<file path="src/pms_pkg.sv">
package pms_pkg;
    // Register index and field layout of the resolved mode and address status word.
    localparam logic [4:0] PMS_OFF_STATUS = 5'h11;
    localparam logic [4:0] PMS_OFF_IRQ_STAT = 5'h18;
    localparam logic [4:0] PMS_OFF_IRQ_EN = 5'h19;
    localparam logic [4:0] PMS_OFF_IRQ_CLR = 5'h1a;
    localparam int PMS_POS_FAST_FULL = 15;
    localparam int PMS_POS_FAST_HALF = 14;
    localparam int PMS_POS_SLOW_FULL = 13;
    localparam int PMS_POS_SLOW_HALF = 12;
    localparam int PMS_POS_ADDR_LO = 4;
    localparam int PMS_POS_MON_LO = 0;
    localparam logic [3:0] PMS_RST_MODE = 4'hf;
    localparam logic [3:0] PMS_RST_MON = 4'h0;
    localparam logic [2:0] PMS_IRQ_RST = 3'h0;
    // Interrupt status bits: negotiation done with a changed resolved mode, monitor code changed, address rewritten.
    localparam int PMS_IRQ_DONE = 0;
    localparam int PMS_IRQ_MON = 1;
    localparam int PMS_IRQ_ADDR = 2;
    // Negotiation monitor codes.
    localparam logic [3:0] PMS_MON_IDLE = 4'h0;
    localparam logic [3:0] PMS_MON_ACK_OK = 4'h2;
    localparam logic [3:0] PMS_MON_ACK_FAIL = 4'h3;
    localparam logic [3:0] PMS_MON_CONS_OK = 4'h4;
    localparam logic [3:0] PMS_MON_CONS_FAIL = 4'h5;
    localparam logic [3:0] PMS_MON_PD_OK = 4'h6;
    localparam logic [3:0] PMS_MON_PD_FAIL = 4'h7;
    localparam logic [3:0] PMS_MON_DONE = 4'h8;
    // Resolved mode encoding on the negotiation engine input.
    typedef enum logic [1:0] {
        PMS_SLOW_HALF = 2'b00,
        PMS_SLOW_FULL = 2'b01,
        PMS_FAST_HALF = 2'b10,
        PMS_FAST_FULL = 2'b11
    } pms_mode_e;
endpackage

</file>
<file path="src/pms_sync_if.sv">
`timescale 1ns/10ps
// Bundle of pins that cross into the management clock domain.
interface pms_sync_if;
    logic [4:0] strap_raw;
    logic [4:0] strap_sync;
    modport src (output strap_raw, input strap_sync);
    modport dst (input strap_raw, output strap_sync);
endinterface

</file>
<file path="src/pms_regs.sv">
`timescale 1ns/10ps
// How it works
// - Completed negotiation writes resolved mode as one-hot bits 15 to 12.
// - Mode bits are meaningless outside negotiation mode; software ignores them.
// - All four mode bits read one after reset until results arrive.
// - Bits 11 to 9 read zero and writes to them are dropped.
// - Frame address travels most significant bit first, starting at bit four.
// - Bits 3 to 0 show the negotiation progress code.
// - Monitor field is read-only, resets to zero, follows the engine continuously.
module pms_regs (
    input wire logic mclk,
    input wire logic rst_b,
    input wire logic [4:0] reg_addr,
    input wire logic [15:0] reg_wdata,
    input wire logic reg_wr,
    input wire logic reg_rd,
    output logic [15:0] reg_rdata,
    input wire logic [4:0] strap_addr_pins,
    input wire logic an_enabled,
    input wire logic an_done,
    input wire pms_pkg::pms_mode_e an_mode,
    input wire logic [3:0] an_monitor,
    input wire logic frame_addr_bit,
    input wire logic frame_addr_valid,
    input wire logic frame_addr_start,
    output logic addr_match,
    output logic [4:0] mgmt_station_addr,
    output logic irq
);
    import pms_pkg::*;

    pms_sync_if sif ();

    logic [3:0] mode_r;
    logic [3:0] mode_nxt;
    logic [4:0] addr_r;
    logic [4:0] addr_nxt;
    logic [3:0] mon_r;
    logic [3:0] mon_nxt;
    logic strap_load_r;
    logic strap_load_nxt;
    logic [15:0] rdata_r;
    logic [15:0] rdata_nxt;
    logic [2:0] irq_stat_r;
    logic [2:0] irq_stat_nxt;
    logic [2:0] irq_en_r;
    logic [2:0] irq_en_nxt;
    logic irq_r;
    logic irq_nxt;
    logic [4:0] shift_r;
    logic [4:0] shift_nxt;
    logic [2:0] cnt_r;
    logic [2:0] cnt_nxt;
    logic match_r;
    logic match_nxt;
    logic [3:0] mode_hot;
    logic [2:0] events;
    logic wr_status;
    logic [15:0] status_word;

    // The strap pins are not on the management clock, so they are synchronised first.
    assign sif.strap_raw = strap_addr_pins;
    pms_sync u_sync (
        .mclk(mclk),
        .rst_b(rst_b),
        .sif(sif)
    );

    assign wr_status = reg_wr && (reg_addr == PMS_OFF_STATUS);

    // One-hot decode of the resolved mode.
    always_comb begin
        mode_hot = 4'h0;
        unique case (an_mode)
            PMS_FAST_FULL: mode_hot[PMS_POS_FAST_FULL - PMS_POS_SLOW_HALF] = 1'b1;
            PMS_FAST_HALF: mode_hot[PMS_POS_FAST_HALF - PMS_POS_SLOW_HALF] = 1'b1;
            PMS_SLOW_FULL: mode_hot[PMS_POS_SLOW_FULL - PMS_POS_SLOW_HALF] = 1'b1;
            PMS_SLOW_HALF: mode_hot[0] = 1'b1;
        endcase
    end

    // Status fields. Mode bits only follow a finished negotiation; when negotiation is
    // disabled they simply keep a stale value, which software must not trust.
    always_comb begin
        mode_nxt = mode_r;
        mon_nxt = an_monitor;
        addr_nxt = addr_r;
        if (an_enabled && an_done) begin
            mode_nxt = mode_hot;
        end
        // The strap value is taken on the third edge after release, once the synchroniser is filled.
        if (strap_load_r) begin
            addr_nxt = sif.strap_sync;
        end else if (wr_status) begin
            addr_nxt = reg_wdata[PMS_POS_ADDR_LO +: 5];
        end
    end

    // Strap capture strobe after reset release, delayed for the synchroniser.
    logic [1:0] rel_r;
    logic [1:0] rel_nxt;
    always_comb begin
        rel_nxt = {rel_r[0], 1'b1};
        strap_load_nxt = rel_r[0] && !rel_r[1];
    end

    // Register of the status fields.
    always_ff @(posedge mclk) begin
        if (!rst_b) begin
            mode_r <= PMS_RST_MODE;
            mon_r <= PMS_RST_MON;
            addr_r <= 5'h00;
            strap_load_r <= 1'b0;
            rel_r <= 2'b00;
        end else begin
            mode_r <= mode_nxt;
            mon_r <= mon_nxt;
            addr_r <= addr_nxt;
            strap_load_r <= strap_load_nxt;
            rel_r <= rel_nxt;
        end
    end

    // Reserved bits are tied to zero in the read word.
    assign status_word = {mode_r, 3'h0, addr_r, mon_r};

    // Interrupt events; set wins over a clear in the same cycle.
    assign events[PMS_IRQ_DONE] = an_enabled && an_done && (mode_hot != mode_r);
    assign events[PMS_IRQ_MON] = (an_monitor != mon_r);
    assign events[PMS_IRQ_ADDR] = wr_status || strap_load_r;
    always_comb begin
        irq_stat_nxt = irq_stat_r;
        irq_en_nxt = irq_en_r;
        if (reg_wr && (reg_addr == PMS_OFF_IRQ_CLR)) begin
            irq_stat_nxt = irq_stat_nxt & ~reg_wdata[2:0];
        end
        if (reg_wr && (reg_addr == PMS_OFF_IRQ_EN)) begin
            irq_en_nxt = reg_wdata[2:0];
        end
        irq_stat_nxt = irq_stat_nxt | events;
        irq_nxt = |(irq_stat_nxt & irq_en_nxt);
    end

    // Register of the interrupt state.
    always_ff @(posedge mclk) begin
        if (!rst_b) begin
            irq_stat_r <= PMS_IRQ_RST;
            irq_en_r <= PMS_IRQ_RST;
            irq_r <= 1'b0;
        end else begin
            irq_stat_r <= irq_stat_nxt;
            irq_en_r <= irq_en_nxt;
            irq_r <= irq_nxt;
        end
    end

    // Read mux; unmapped offsets and the write-only clear register read zero.
    always_comb begin
        rdata_nxt = 16'h0000;
        if (reg_rd) begin
            unique case (reg_addr)
                PMS_OFF_STATUS: rdata_nxt = status_word;
                PMS_OFF_IRQ_STAT: rdata_nxt = {13'h0000, irq_stat_r};
                PMS_OFF_IRQ_EN: rdata_nxt = {13'h0000, irq_en_r};
                default: rdata_nxt = 16'h0000;
            endcase
        end
    end

    always_ff @(posedge mclk) begin
        if (!rst_b) begin
            rdata_r <= 16'h0000;
        end else begin
            rdata_r <= rdata_nxt;
        end
    end

    // Frame address shifter: bit four arrives first, so each bit shifts in at the bottom.
    // The compare uses the live field, so a rewrite made before a frame's last bit already applies to that frame.
    always_comb begin
        shift_nxt = shift_r;
        cnt_nxt = cnt_r;
        match_nxt = match_r;
        if (frame_addr_start) begin
            cnt_nxt = 3'h0;
            match_nxt = 1'b0;
        end else if (frame_addr_valid && (cnt_r != 3'h5)) begin
            shift_nxt = {shift_r[3:0], frame_addr_bit};
            cnt_nxt = cnt_r + 3'h1;
            if (cnt_r == 3'h4) begin
                match_nxt = ({shift_r[3:0], frame_addr_bit} == addr_r);
            end
        end
    end

    always_ff @(posedge mclk) begin
        if (!rst_b) begin
            shift_r <= 5'h00;
            cnt_r <= 3'h0;
            match_r <= 1'b0;
        end else begin
            shift_r <= shift_nxt;
            cnt_r <= cnt_nxt;
            match_r <= match_nxt;
        end
    end

    assign reg_rdata = rdata_r;
    assign mgmt_station_addr = addr_r;
    assign addr_match = match_r;
    assign irq = irq_r;

    // Assertions.
    a_mode_reset_ones: assert property (@(posedge mclk) $rose(rst_b) |-> mode_r == 4'hf)
        else $error("mode bits not all one after reset");
    a_mode_onehot: assert property (@(posedge mclk) disable iff (!rst_b)
        (an_enabled && an_done) |=> $onehot(mode_r))
        else $error("resolved mode not one-hot");
    a_mode_hold: assert property (@(posedge mclk) disable iff (!rst_b)
        !(an_enabled && an_done) |=> $stable(mode_r))
        else $error("mode bits changed without negotiation result");
    a_reserved_zero: assert property (@(posedge mclk) disable iff (!rst_b)
        $past(reg_rd) && $past(reg_addr) == PMS_OFF_STATUS |-> reg_rdata[11:9] == 3'h0)
        else $error("reserved bits not zero");
    a_addr_write: assert property (@(posedge mclk) disable iff (!rst_b)
        wr_status && !strap_load_r |=> addr_r == $past(reg_wdata[8:4]))
        else $error("address write lost");
    a_mon_follow: assert property (@(posedge mclk) disable iff (!rst_b)
        1'b1 |=> mon_r == $past(an_monitor))
        else $error("monitor code not tracking");
    a_match_addr: assert property (@(posedge mclk) disable iff (!rst_b)
        frame_addr_valid && !frame_addr_start && cnt_r == 3'h4 && ({shift_r[3:0], frame_addr_bit} != addr_r)
        |=> !addr_match)
        else $error("match on wrong address");
    a_irq_level: assert property (@(posedge mclk) disable iff (!rst_b)
        ##1 irq == |($past(irq_stat_nxt) & $past(irq_en_nxt)))
        else $error("interrupt level wrong");
endmodule

</file>
<file path="src/pms_sync.sv">
`timescale 1ns/10ps
// Two-flop synchroniser for the address strap pins.
module pms_sync (
    input wire logic mclk,
    input wire logic rst_b,
    pms_sync_if.dst sif
);
    import pms_pkg::*;
    logic [4:0] meta_r;
    logic [4:0] meta_nxt;
    logic [4:0] sync_r;
    logic [4:0] sync_nxt;

    // Only the second stage is visible outside.
    always_comb begin
        meta_nxt = sif.strap_raw;
        sync_nxt = meta_r;
    end

    // Registering of both stages.
    always_ff @(posedge mclk) begin
        if (!rst_b) begin
            meta_r <= 5'h00;
            sync_r <= 5'h00;
        end else begin
            meta_r <= meta_nxt;
            sync_r <= sync_nxt;
        end
    end

    assign sif.strap_sync = sync_r;
endmodule

</file>
<file path="config.mk">
export PLATFORM = sky130hd
export DESIGN_NAME = pms_regs
export DESIGN_NICKNAME = d
export VERILOG_FILES = /design/src/pms_pkg.sv /design/src/pms_sync_if.sv /design/src/pms_regs.sv /design/src/pms_sync.sv
export SDC_FILE = /design/constraint.sdc
export NUM_CORES = 1
export LEC_CHECK = 0
export BUFFER_PORTS_ARGS = -buffer_cell sky130_fd_sc_hd__buf_4
export CORE_UTILIZATION = 46
export CTS_CLUSTER_DIAMETER = 30
export CTS_CLUSTER_SIZE = 12
export DETAILED_ROUTE_END_ITERATION = 12
export PLACE_DENSITY = 0.82
export SYNTH_ARGS = -nofsm -noshare
export SYNTH_HDL_FRONTEND = slang
export SYNTH_SLANG_ARGS = --single-unit
export TNS_END_PERCENT = 100
</file>
<file path="constraint.sdc">
create_clock -name mclk -period 1.4 [get_ports mclk]
set_clock_uncertainty 0.1 [all_clocks]
set_input_delay 0.14 -clock mclk [delete_from_list [all_inputs] [get_ports mclk]]
set_output_delay 0.14 -clock mclk [all_outputs]
set_load 0.005 [all_outputs]
</file>
After elaboration in Yosys (flattened, before gate mapping)
Index checks and enable logic that the tools add are counted.
{"block": "classes", "n_addsub": 1, "mul": 0, "n_div": 0, "n_lt_le_gt_ge": 0, "eq_ne": 12, "shifts": 0, "mux": 10, "bitwise_logic": 6, "n_reduce_logical": 16}
{"cell": "$pmux 16 s3", "n": 1}
{"cell": "$eq 5x5->1 const B", "n": 4}
{"cell": "$mux 5", "n": 2}
{"cell": "$ne 4x4->1", "n": 2}
{"cell": "$logic_and 1x1->1", "n": 7}
{"cell": "$and 3x3->3", "n": 2}
{"cell": "$mux 3", "n": 2}
{"cell": "$reduce_and 2->1", "n": 3}
{"cell": "$eq 5x5->1", "n": 1}
{"cell": "$mux 1", "n": 5}
{"cell": "$eq 2x2->1 const B", "n": 2}
{"cell": "$add 3x1->3 const B", "n": 1}
{"cell": "$eq 3x3->1 const B", "n": 1}
{"cell": "$ne 3x3->1 const B", "n": 1}
{"cell": "$not 3->3", "n": 1}
{"cell": "$or 3x3->3", "n": 1}
{"cell": "$reduce_or 3->1", "n": 1}
{"cell": "$eq 2x1->1 const B", "n": 1}
{"cell": "$logic_not 2->1", "n": 1}
{"cell": "$not 1->1", "n": 2}
{"cell": "$reduce_bool 2->1", "n": 1}
{"cell": "$reduce_or 2->1", "n": 1}
{"cell": "$logic_not 1->1", "n": 1}
{"cell": "$logic_or 1x1->1", "n": 1}
{"block": "word_totals", "ff_bits": 57, "latch_bits": 0, "mem_bits_rw": 0, "rom_bits": 0, "inputBits": 41, "output_inout_bits": 23, "n_memories": 0}

Longest topological paths before layout
Gate-level depths: netlist of run 1.
{"block": "logic_depth", "ltp_word": 7, "ltp_mapped": 7}

By module
A second synthesis of run 1 with hierarchy kept.
{"block": "hier_totals", "hier_cells": 206, "area_unflattened_um2": 2162.1}
{"mod": "pms_regs", "instances": 1, "cells_per_inst": 186, "area_per_inst_um2": 1899.3}
{"mod": "pms_sync", "instances": 1, "cells_per_inst": 20, "area_per_inst_um2": 262.8}

Least setup slack after synthesis of run 1
OpenSTA, ideal clock, no wires.
{"block": "synth_path", "kind": "register to register", "from": "register cnt_r[1]", "to": "register shift_r[0]", "setup_ns": 0.116, "arrival_ns": 1.356, "required_time_ns": 1.184, "setup_slack_ns": -0.172, "path_stages_with_launch": 8, "n_path_buf": 1, "cell_sequence": "dfxtp_1 inv_1 ha_1 a21boi_1 nor2b_1 clkbuf_2 mux2i_1 nor2b_1"}
{"block": "synth_via", "elab_chain_cells": 3}
{"item": "start, declared", "line": "pms_regs.sv:52", "source": "logic [2:0] cnt_r;"}
{"item": "start signal, assigned", "line": "pms_regs.sv:203", "source": "cnt_r <= cnt_nxt;"}
{"item": "$ne 3x3->1", "line": "pms_regs.sv:187", "source": "end else if (frame_addr_valid && (cnt_r != 3'h5)) begin"}
{"item": "$logic_and 1x1->1", "line": "pms_regs.sv:187"}
{"item": "$reduce_and 2->1 (no source line)"}
{"item": "end signal, assigned", "line": "pms_regs.sv:202", "source": "shift_r <= shift_nxt;"}
{"item": "end, declared", "line": "pms_regs.sv:50", "source": "logic [4:0] shift_r;"}
Every way passes these cells.
A chain may end at the register's enable or synchronous reset.

Worst setup path in the final report of run 1
Same ends and word-level chain as after synthesis.

==> results of run 1 <==
-- cell usage after synthesis --
cell / count / share of area
sky130_fd_sc_hd__a21boi_0: 2 / 0.0069
sky130_fd_sc_hd__a21boi_1: 1 / 0.0035
sky130_fd_sc_hd__a21oi_1: 5 / 0.012
sky130_fd_sc_hd__a2bb2oi_1: 3 / 0.012
sky130_fd_sc_hd__a32oi_1: 1 / 0.0040
sky130_fd_sc_hd__a41oi_1: 2 / 0.0081
sky130_fd_sc_hd__and2_1: 25 / 0.072
sky130_fd_sc_hd__and3_1: 1 / 0.0029
sky130_fd_sc_hd__and3_2: 2 / 0.0069
sky130_fd_sc_hd__and4b_1: 3 / 0.014
sky130_fd_sc_hd__and4b_2: 1 / 0.0052
sky130_fd_sc_hd__buf_2: 2 / 0.0046
sky130_fd_sc_hd__buf_4: 3 / 0.010
sky130_fd_sc_hd__buf_6: 1 / 0.0052
sky130_fd_sc_hd__clkbuf_1: 5 / 0.0087
sky130_fd_sc_hd__clkbuf_2: 1 / 0.0023
sky130_fd_sc_hd__conb_1: 1 / 0.0017
sky130_fd_sc_hd__dfxtp_1: 54 / 0.50
sky130_fd_sc_hd__ha_1: 3 / 0.017
sky130_fd_sc_hd__inv_1: 8 / 0.014
sky130_fd_sc_hd__mux2_4: 5 / 0.035
sky130_fd_sc_hd__mux2i_1: 8 / 0.037
sky130_fd_sc_hd__nand2_1: 7 / 0.012
sky130_fd_sc_hd__nand2b_1: 6 / 0.017
sky130_fd_sc_hd__nand4_1: 3 / 0.0087
sky130_fd_sc_hd__nand4b_1: 1 / 0.0040
sky130_fd_sc_hd__nor2_1: 11 / 0.019
sky130_fd_sc_hd__nor2b_1: 8 / 0.023
sky130_fd_sc_hd__nor3_1: 2 / 0.0046
sky130_fd_sc_hd__nor3_2: 1 / 0.0046
sky130_fd_sc_hd__nor3b_4: 1 / 0.0087
sky130_fd_sc_hd__nor4b_1: 1 / 0.0040
sky130_fd_sc_hd__nor4bb_1: 2 / 0.0092
sky130_fd_sc_hd__o211a_1: 5 / 0.023
sky130_fd_sc_hd__o21a_1: 2 / 0.0069
sky130_fd_sc_hd__o21ai_0: 5 / 0.012
sky130_fd_sc_hd__o221ai_1: 2 / 0.0081
sky130_fd_sc_hd__o311ai_0: 2 / 0.0081
sky130_fd_sc_hd__o31ai_1: 1 / 0.0035
sky130_fd_sc_hd__xnor2_1: 8 / 0.032
sky130_fd_sc_hd__xor2_1: 2 / 0.0081
-- stage by stage --
step                      std cells  TNS [ns]
after floorplan                 209    -0.192
after global placement          312    -0.607
after detailed placement        312    -0.889
after CTS                       331   -0.0832
after global routing            332    -0.406
final                           332   -0.0427
-- layout make-up --
| cell class | count | area share |
|---|---|---|
| clock buffer | 7 | 0.0295 |
| inverter | 8 | 0.0103 |
| tap | 52 | 0.0222 |
| timing repair buffer | 75 | 0.201 |
| sequential | 54 | 0.371 |
| multi-input combinational | 135 | 0.364 |
| clock inverter | 1 | 0.00171 |
-- path summary, 6_finish.rpt --
path	endpoint	startpoint	slack (ns)
hold reg to reg	strap_load_r	rel_r[1]	0.29
setup reg to reg	shift_r[0]	cnt_r[1]	-0.04
hold / removal	mode_r[0]	an_mode[0]	0.04
setup / recovery	shift_r[0]	cnt_r[1]	-0.04
-- flip-flops by register name (all words and copies together), names as in the netlist --
name and count:
addr_match 1, reg_rdata 13, u_sync.sif.strap_sync 5, rel_r 2
u_sync.meta_r 5, irq_en_r 3, mgmt_station_addr 5, strap_load_r 1
mode_r 4, mon_r 4, irq 1, cnt_r 3
irq_stat_r 3, shift_r 4
-- layer usage --
metal,track usage,share of wire,vias up
met3,0.0598,0.064,8
met2,0.314,0.50,57
met4,0.0667,0.013,0
li1,-,-,846
met5,0,0,-
met1,0.201,0.42,784
-- cells by family after synthesis --
group	count (synthesis)	share of synthesized area
multiplexers	13	0.0717
flip-flops	54	0.499
adder cells (fa/ha/maj)	3	0.0173
AND/OR/NAND/NOR	75	0.217
AO/OA/AOI/OAI	31	0.108
XOR/XNOR	10	0.0405
other	1	0.00173
buffers and inverters	20	0.0451
-- worst register-to-register path, stage by stage, from the launching register on --
cell	delay, ns
sky130_fd_sc_hd__dfxtp_2	0.34
sky130_fd_sc_hd__inv_2	0.05
sky130_fd_sc_hd__ha_4	0.16
sky130_fd_sc_hd__a21boi_4	0.12
sky130_fd_sc_hd__nor2b_1	0.14
sky130_fd_sc_hd__buf_4	0.15
sky130_fd_sc_hd__mux2i_1	0.20
sky130_fd_sc_hd__nor2b_1	0.07
-- layout by cell type, fill, tap and decap left out, types with 3 or more instances in the layout --
cell type and count:
sky130_fd_sc_hd__inv_1 7, sky130_fd_sc_hd__xnor2_1 6, sky130_fd_sc_hd__clkbuf_8 6, sky130_fd_sc_hd__dlygate4sd3_1 10, sky130_fd_sc_hd__mux2_4 5, sky130_fd_sc_hd__a2bb2oi_1 3, sky130_fd_sc_hd__dfxtp_2 5, sky130_fd_sc_hd__nand4_1 3
sky130_fd_sc_hd__o21ai_0 4, sky130_fd_sc_hd__and4b_1 3, sky130_fd_sc_hd__nor2_1 11, sky130_fd_sc_hd__mux2i_1 8, sky130_fd_sc_hd__nor2b_1 8, sky130_fd_sc_hd__nand2b_1 6, sky130_fd_sc_hd__buf_4 65, sky130_fd_sc_hd__conb_1 3
sky130_fd_sc_hd__and2_1 25, sky130_fd_sc_hd__nand2_1 7, sky130_fd_sc_hd__o211a_1 5, sky130_fd_sc_hd__dfxtp_1 49, sky130_fd_sc_hd__a21oi_1 4
-- power by group through the flow --
| stage | combinational [mW] | sequential [mW] | clock, mW |
|---|---|---|---|
| 2_1_floorplan | 0.163 | 1.65 | 0 |
| 3_3_place_gp | 0.286 | 1.66 | 0 |
| 3_5_place_dp | 0.295 | 1.66 | 0 |
| 4_1_cts | 0.320 | 1.63 | 0.905 |
| 5_1_grt | 0.358 | 1.64 | 0.981 |
| 6_report | 0.330 | 1.63 | 0.876 |
-- timing repair --
| action | in CTS | in global routing |
|---|---|---|
| hold buffers | 10 | 0 |
| hold endpoints to repair | 10 | 0 |
| pin swaps | 2 | 8 |
| endpoints found under the setup margin | 6 | 7 |
| setup buffers | 1 | 1 |
| resized for setup | 2 | 10 |
==> summary.md, run 1 <==
| Metric | Value |
|---|---|
| Number of cell rows | 24 |
| Fill cells | 349 |
| Die Footprint | 4980 um^2 |
| Core box area | 4440 um^2 |
| Power after layout | 2.83 mW |
| Final Max Slew Viols | 0 |
| Total gr overflow | 0 |
| Vertical die dimension | 70.6 um |
| Remaining design rule violation count | 8 |
| Final min period | 1.44 ns |
| Path depth of the worst reg2reg path | 7 |
| First drt pass iteration count | 8 |
| Final worst path period share | 1.03 |
| Worst-case hold slack | 0.0379 ns |
| Hold Path Stages | 2 |
| Area occupied by registers | 1090 um^2 |
| Post-DP Area | 2670 um^2 |
| Leakage | 1.34 nW |
| Synth Instances | 207 |
| Maximum vdd ir drop | 0.542 mV |
| Pin count of the biggest net entering global routing | 16 |
| Max_cap viols | 0 |
| Slowest cell on the critical path | sky130_fd_sc_hd__dfxtp_2 |
| Multi-input gate area | 1070 um^2 |
| Reg clk slew, reported paths | 0.09 ns |
| Number of global-route vias before repair | 1600 |
| Sequential-to-total area share from yosys stat | 0.499 |
| Summed instance area of the synthesized netlist | 2160 um^2 |
| Number of antenna violations at the first check in global routing | 0 |
| Post-detailed-placement half-perimeter wirelength | 3110 um |
| Average wire per standard cell | 12.7 um |
| CTS H-tree lvls | 2 |
| Setup WS pre-CTS | -0.154 ns |
| Worst EP arrival | 1.53 ns |
| Power density over the cells | 968 nW/um^2 |
| Post-Synthesis Mean Instance Area | 10.5 um^2 |
| Cell-internal power | 2.19 mW |
| Clock share of power | 0.309 |
| TritonCTS clock tree | done |
| Data required time of the critical path | 1.49 ns |
| Port-buffer cells | 52 |
| Critical Path Most Common Cell | sky130_fd_sc_hd__nor2b_1 |
| Violation count after the first detailed-routing iteration | 50 |
| CTS root buf | sky130_fd_sc_hd__clkbuf_8 |
| Gpl congestion | 0.823 |
| Sw frac | 0.227 |
| Total via count in the routed design | 1695 |
| Buffers from clock root to sink, at most | 2 |
| Boundary pin count | 64 |
| Fmax | 696 MHz |
| Worst setup margin | -0.0361 ns |
| Fraction of layout instances using a drive strength above 1 | 0.350 |
| Total global routing track utilization | 0.178 |
| Global-route wire length before repair | 6870 um |
| Post-route cell area | 2930 um^2 |
| Routed Antenna Nets | 0 |
| Starting utilization of the core area | 0.487 |
| RSZ-0062 raised after global routing | yes |
| Kind of cell with the highest combined delay on the critical path | flip-flops |
| Count of buffer and inverter cells on the critical path | 2 |
| Total stage count of the critical path | 7 |
| Final antenna diode count | 0 |
| Setup Viol. Count Final | 3 |
| # nets final | 323 |
| Growth of design area from synthesis to finish | 35.3% |
| Utilization after layout | 0.659 |
| Number of vias per cell | 5.11 |
| Number of warning messages in the yosys log | 0 |
| Run status | finished with violations |
| Share of total power in combinational logic | 0.116 |
| Worst hold path type | in -> reg |
| Violations in the final reports | design-rule violations, negative setup slack |
| Setup CP Type | reg -> reg |
| Number of different library cells in the post-synthesis netlist | 41 |
| Die W | 70.6 um |
| Clock tree sinks | 54 |
| Final count of hold timing violations | 0 |
| Clock latency at the later pin of the worst-skew pair | 0.30 ns |
| Max FO, Critical Path | 4 |
| Clock buffer count from CTS | 5 |
| Net switching power figure | 0.643 mW |
| Wire length reported by the detailed router | 4220 um |
| Crit end category | flop |
| Relative contribution of sequential cells to total power | 0.575 |
| Synthesis-stage register bit count | 54 |
| Cell breakdown of the critical path | inv_2, ha_4, a21boi_4, nor2b_1, buf_4, mux2i_1, nor2b_1 |
| Maximum single-stage delay on the critical path | 0.34 ns |
| Kind of start point of the critical path | flop |
Power figures use the tool's default switching activity.
==> run 2: changes to the inputs <==
--- a/config.mk
+++ b/config.mk
@@ -14,4 +14,4 @@
 export SYNTH_ARGS = -nofsm -noshare
 export SYNTH_HDL_FRONTEND = slang
 export SYNTH_SLANG_ARGS = --single-unit
-export TNS_END_PERCENT = 100
+export TNS_END_PERCENT = 10
==> summary.md, run 2 (synthesis results as in run 1) <==
| Metric | Value |
|---|---|
| Fmax | 704 MHz (+1.1%) |
| Core box area | 4440 um^2 (unchanged) |
| Maximum vdd ir drop | 0.479 mV (-12%) |
| Average wire per standard cell | 13.0 um (+2.1%) |
| Reg clk slew, reported paths | 0.09 ns (about the same) |
| Setup CP Type | reg -> reg |
| Clock buffer count from CTS | 5 (unchanged) |
| Setup slack, reg-to-reg | -0.02 ns (+0.02 ns) |
| Max FO, Critical Path | 4 (unchanged) |
| Wire length reported by the detailed router | 4330 um (+2.8%) |
| Remaining design rule violation count | 10 (+2) |
| TritonCTS clock tree | done |
| Worst hold path type | in -> reg |
| # nets final | 325 (+0.62%) |
| Vertical die dimension | 70.6 um (unchanged) |
| Worst setup margin | -0.0203 ns (+0.0158 ns) |
| Buffers from clock root to sink, at most | 2 (unchanged) |
| Critical path origin | cnt_r[1] |
| Path depth of the worst reg2reg path | 7 (unchanged) |
| Area occupied by registers | 1090 um^2 (-0.11%) |
| Leakage | 1.35 nW (+0.83%) |
| Data required time of the critical path | 1.50 ns (about the same) |
| Multi-input gate area | 1050 um^2 (-1.4%) |
| Critical Path Most Common Cell | sky130_fd_sc_hd__nor2b_1 |
| Number of cell rows | 24 (unchanged) |
| Kind of start point of the critical path | flop |
| First drt pass iteration count | 8 (unchanged) |
| Flip-flop count of the largest register after layout | 13 (unchanged) |
| Critical Path End | shift_r[2] |
| CTS root buf | sky130_fd_sc_hd__clkbuf_8 |
| Global-route wire length before repair | 7090 um (+3.2%) |
| Number of antenna violations at the first check in global routing | 0 (unchanged) |
| Setup Viol. Count Final | 4 (+1) |
| Port-buffer cells | 52 (unchanged) |
| Die W | 70.6 um (unchanged) |
| Violations in the final reports | design-rule violations, negative setup slack |
| RSZ-0062 raised after global routing | yes |
| Final Max Slew Viols | 0 (unchanged) |
| CTS H-tree lvls | 2 (unchanged) |
| Die Footprint | 4980 um^2 (unchanged) |
| Violation count after the first detailed-routing iteration | 88 (+76%) |
| Most frequent cells in the layout | sky130_fd_sc_hd__buf_4, sky130_fd_sc_hd__dfxtp_1, sky130_fd_sc_hd__and2_1 |
| Run status | finished with violations |
| Pin count of the biggest net entering global routing | 18 (+2) |
| Fill cells | 361 (+3.4%) |
| Final worst path period share | 1.01 (-0.0113) |
| Most common cell after layout, fill and taps aside | sky130_fd_sc_hd__buf_4 |
| Setup WS pre-CTS | -0.209 ns (-0.0545 ns) |
| Cell breakdown of the critical path | inv_2, ha_4, a21boi_4, nor2b_1, buf_4, mux2i_1, nor2b_1 |
| Number of vias per cell | 5.07 (-0.77%) |
| Total via count in the routed design | 1692 (-0.18%) |
| Worst EP arrival | 1.52 ns (about the same) |
| Clock tree sinks | 54 (unchanged) |
| Maximum single-stage delay on the critical path | 0.34 ns (about the same) |
| Growth of design area from synthesis to finish | 35.1% |
| Final antenna diode count | 0 (unchanged) |
| Power density over the cells | 969 nW/um^2 (about the same) |
| Reg-to-reg critical path endpoint | shift_r[2] |
| Number of global-route vias before repair | 1673 (+4.6%) |
| Gpl congestion | 0.866 (+5.2%) |
| Max_cap viols | 0 (unchanged) |
| Total global routing track utilization | 0.181 (+0.00263) |
| Routed Antenna Nets | 0 (unchanged) |
| Boundary pin count | 64 (unchanged) |
| Total gr overflow | 0 (unchanged) |
| Slowest cell on the critical path | sky130_fd_sc_hd__dfxtp_2 |
| Starting utilization of the core area | 0.487 (unchanged) |
| Crit end category | flop |
| Final min period | 1.42 ns (-0.0158 ns) |
| Post-detailed-placement half-perimeter wirelength | 3180 um (+2.5%) |
| Clock latency at the later pin of the worst-skew pair | 0.30 ns (about the same) |
| FF-to-FF Start | cnt_r[1] |
| Fraction of layout instances using a drive strength above 1 | 0.344 (-0.00603) |
| Final count of hold timing violations | 0 (unchanged) |
| Utilization after layout | 0.658 (-0.000845) |
run 2: changes by cell type in the layout (fill, tap and decap cells not counted), sizes merged:
cell	change
buf	+3
dlygate4sd3	-1
run 2: worst max-delay path: cells and delay by family (launching register included):
| family | cells | cell delay (ns) |
|---|---|---|
| AO/OA/AOI/OAI | 1 | 0.12 |
| adder cells (fa/ha/maj) | 1 | 0.16 |
| buffers and inverters | 2 | 0.20 |
| flip-flops | 1 | 0.34 |
| multiplexers | 1 | 0.18 |
| AND/OR/NAND/NOR | 2 | 0.20 |
run 2: layout make-up:
| type | count | area share |
|---|---|---|
| Tap cell | 52 | 0.0223 |
| Inverter | 8 | 0.0103 |
| Clock inverter | 1 | 0.00171 |
| Multi-Input combinational cell | 135 | 0.359 |
| Sequential cell | 54 | 0.371 |
| Clock buffer | 7 | 0.0295 |
| Timing Repair Buffer | 77 | 0.205 |
run 2: what timing repair did:
| action | 4_1_cts | 5_1_grt |
|---|---|---|
| gates resized for setup | 1 | 8 |
| hold endpoints to repair | 9 | 0 |
| setup endpoints to repair | 5 | 7 |
| hold buffers | 9 | 0 |
| pin swaps | 1 | 4 |
| setup buffers | 0 | 1 |
run 2: stage by stage:
stage                     setup TNS [ns]  cells  hold slack [ns]  total power [mW]  instance area, um^2
after detailed placement           -1.18    316            0.252              1.96                 2700
after floorplan                   -0.217    209           0.0677              1.81                 2200
final                            -0.0448    334           0.0153              2.83                 2920
after global placement            -0.854    316            0.251              1.96                 2700
after global routing              -0.481    334           0.0282              2.95                 2920
after CTS                        -0.0931    333           0.0135              2.85                 2880
run 2: worst min-delay path by stage:
stage,endpoint,cells after the start,from
2_1_floorplan,rel_r[0],0,rst_b
3_3_place_gp,u_sync.meta_r[4],2,strap_addr_pins[4]
3_5_place_dp,u_sync.meta_r[4],2,strap_addr_pins[4]
4_1_cts,shift_r[0],3,frame_addr_bit
5_1_grt,mode_r[2],2,rst_b
6_report,shift_r[0],3,frame_addr_bit
run 2: report_power, final:
group	leakage [nW]	total [mW]	switching, mW	internal, mW
clock	0.0482	0.871	0.472	0.400
combinational	0.859	0.333	0.129	0.204
sequential	0.442	1.63	0.0393	1.59
total	1.35	2.83	0.640	2.19
run 2: metal layers:
layer / track usage / part of all wire / vias to the layer above
li1: - / - / 847
met2: 0.318 / 0.51 / 49
met3: 0.0370 / 0.046 / 10
met5: 0 / 0 / -
met4: 0.0933 / 0.021 / 0
met1: 0.209 / 0.43 / 786
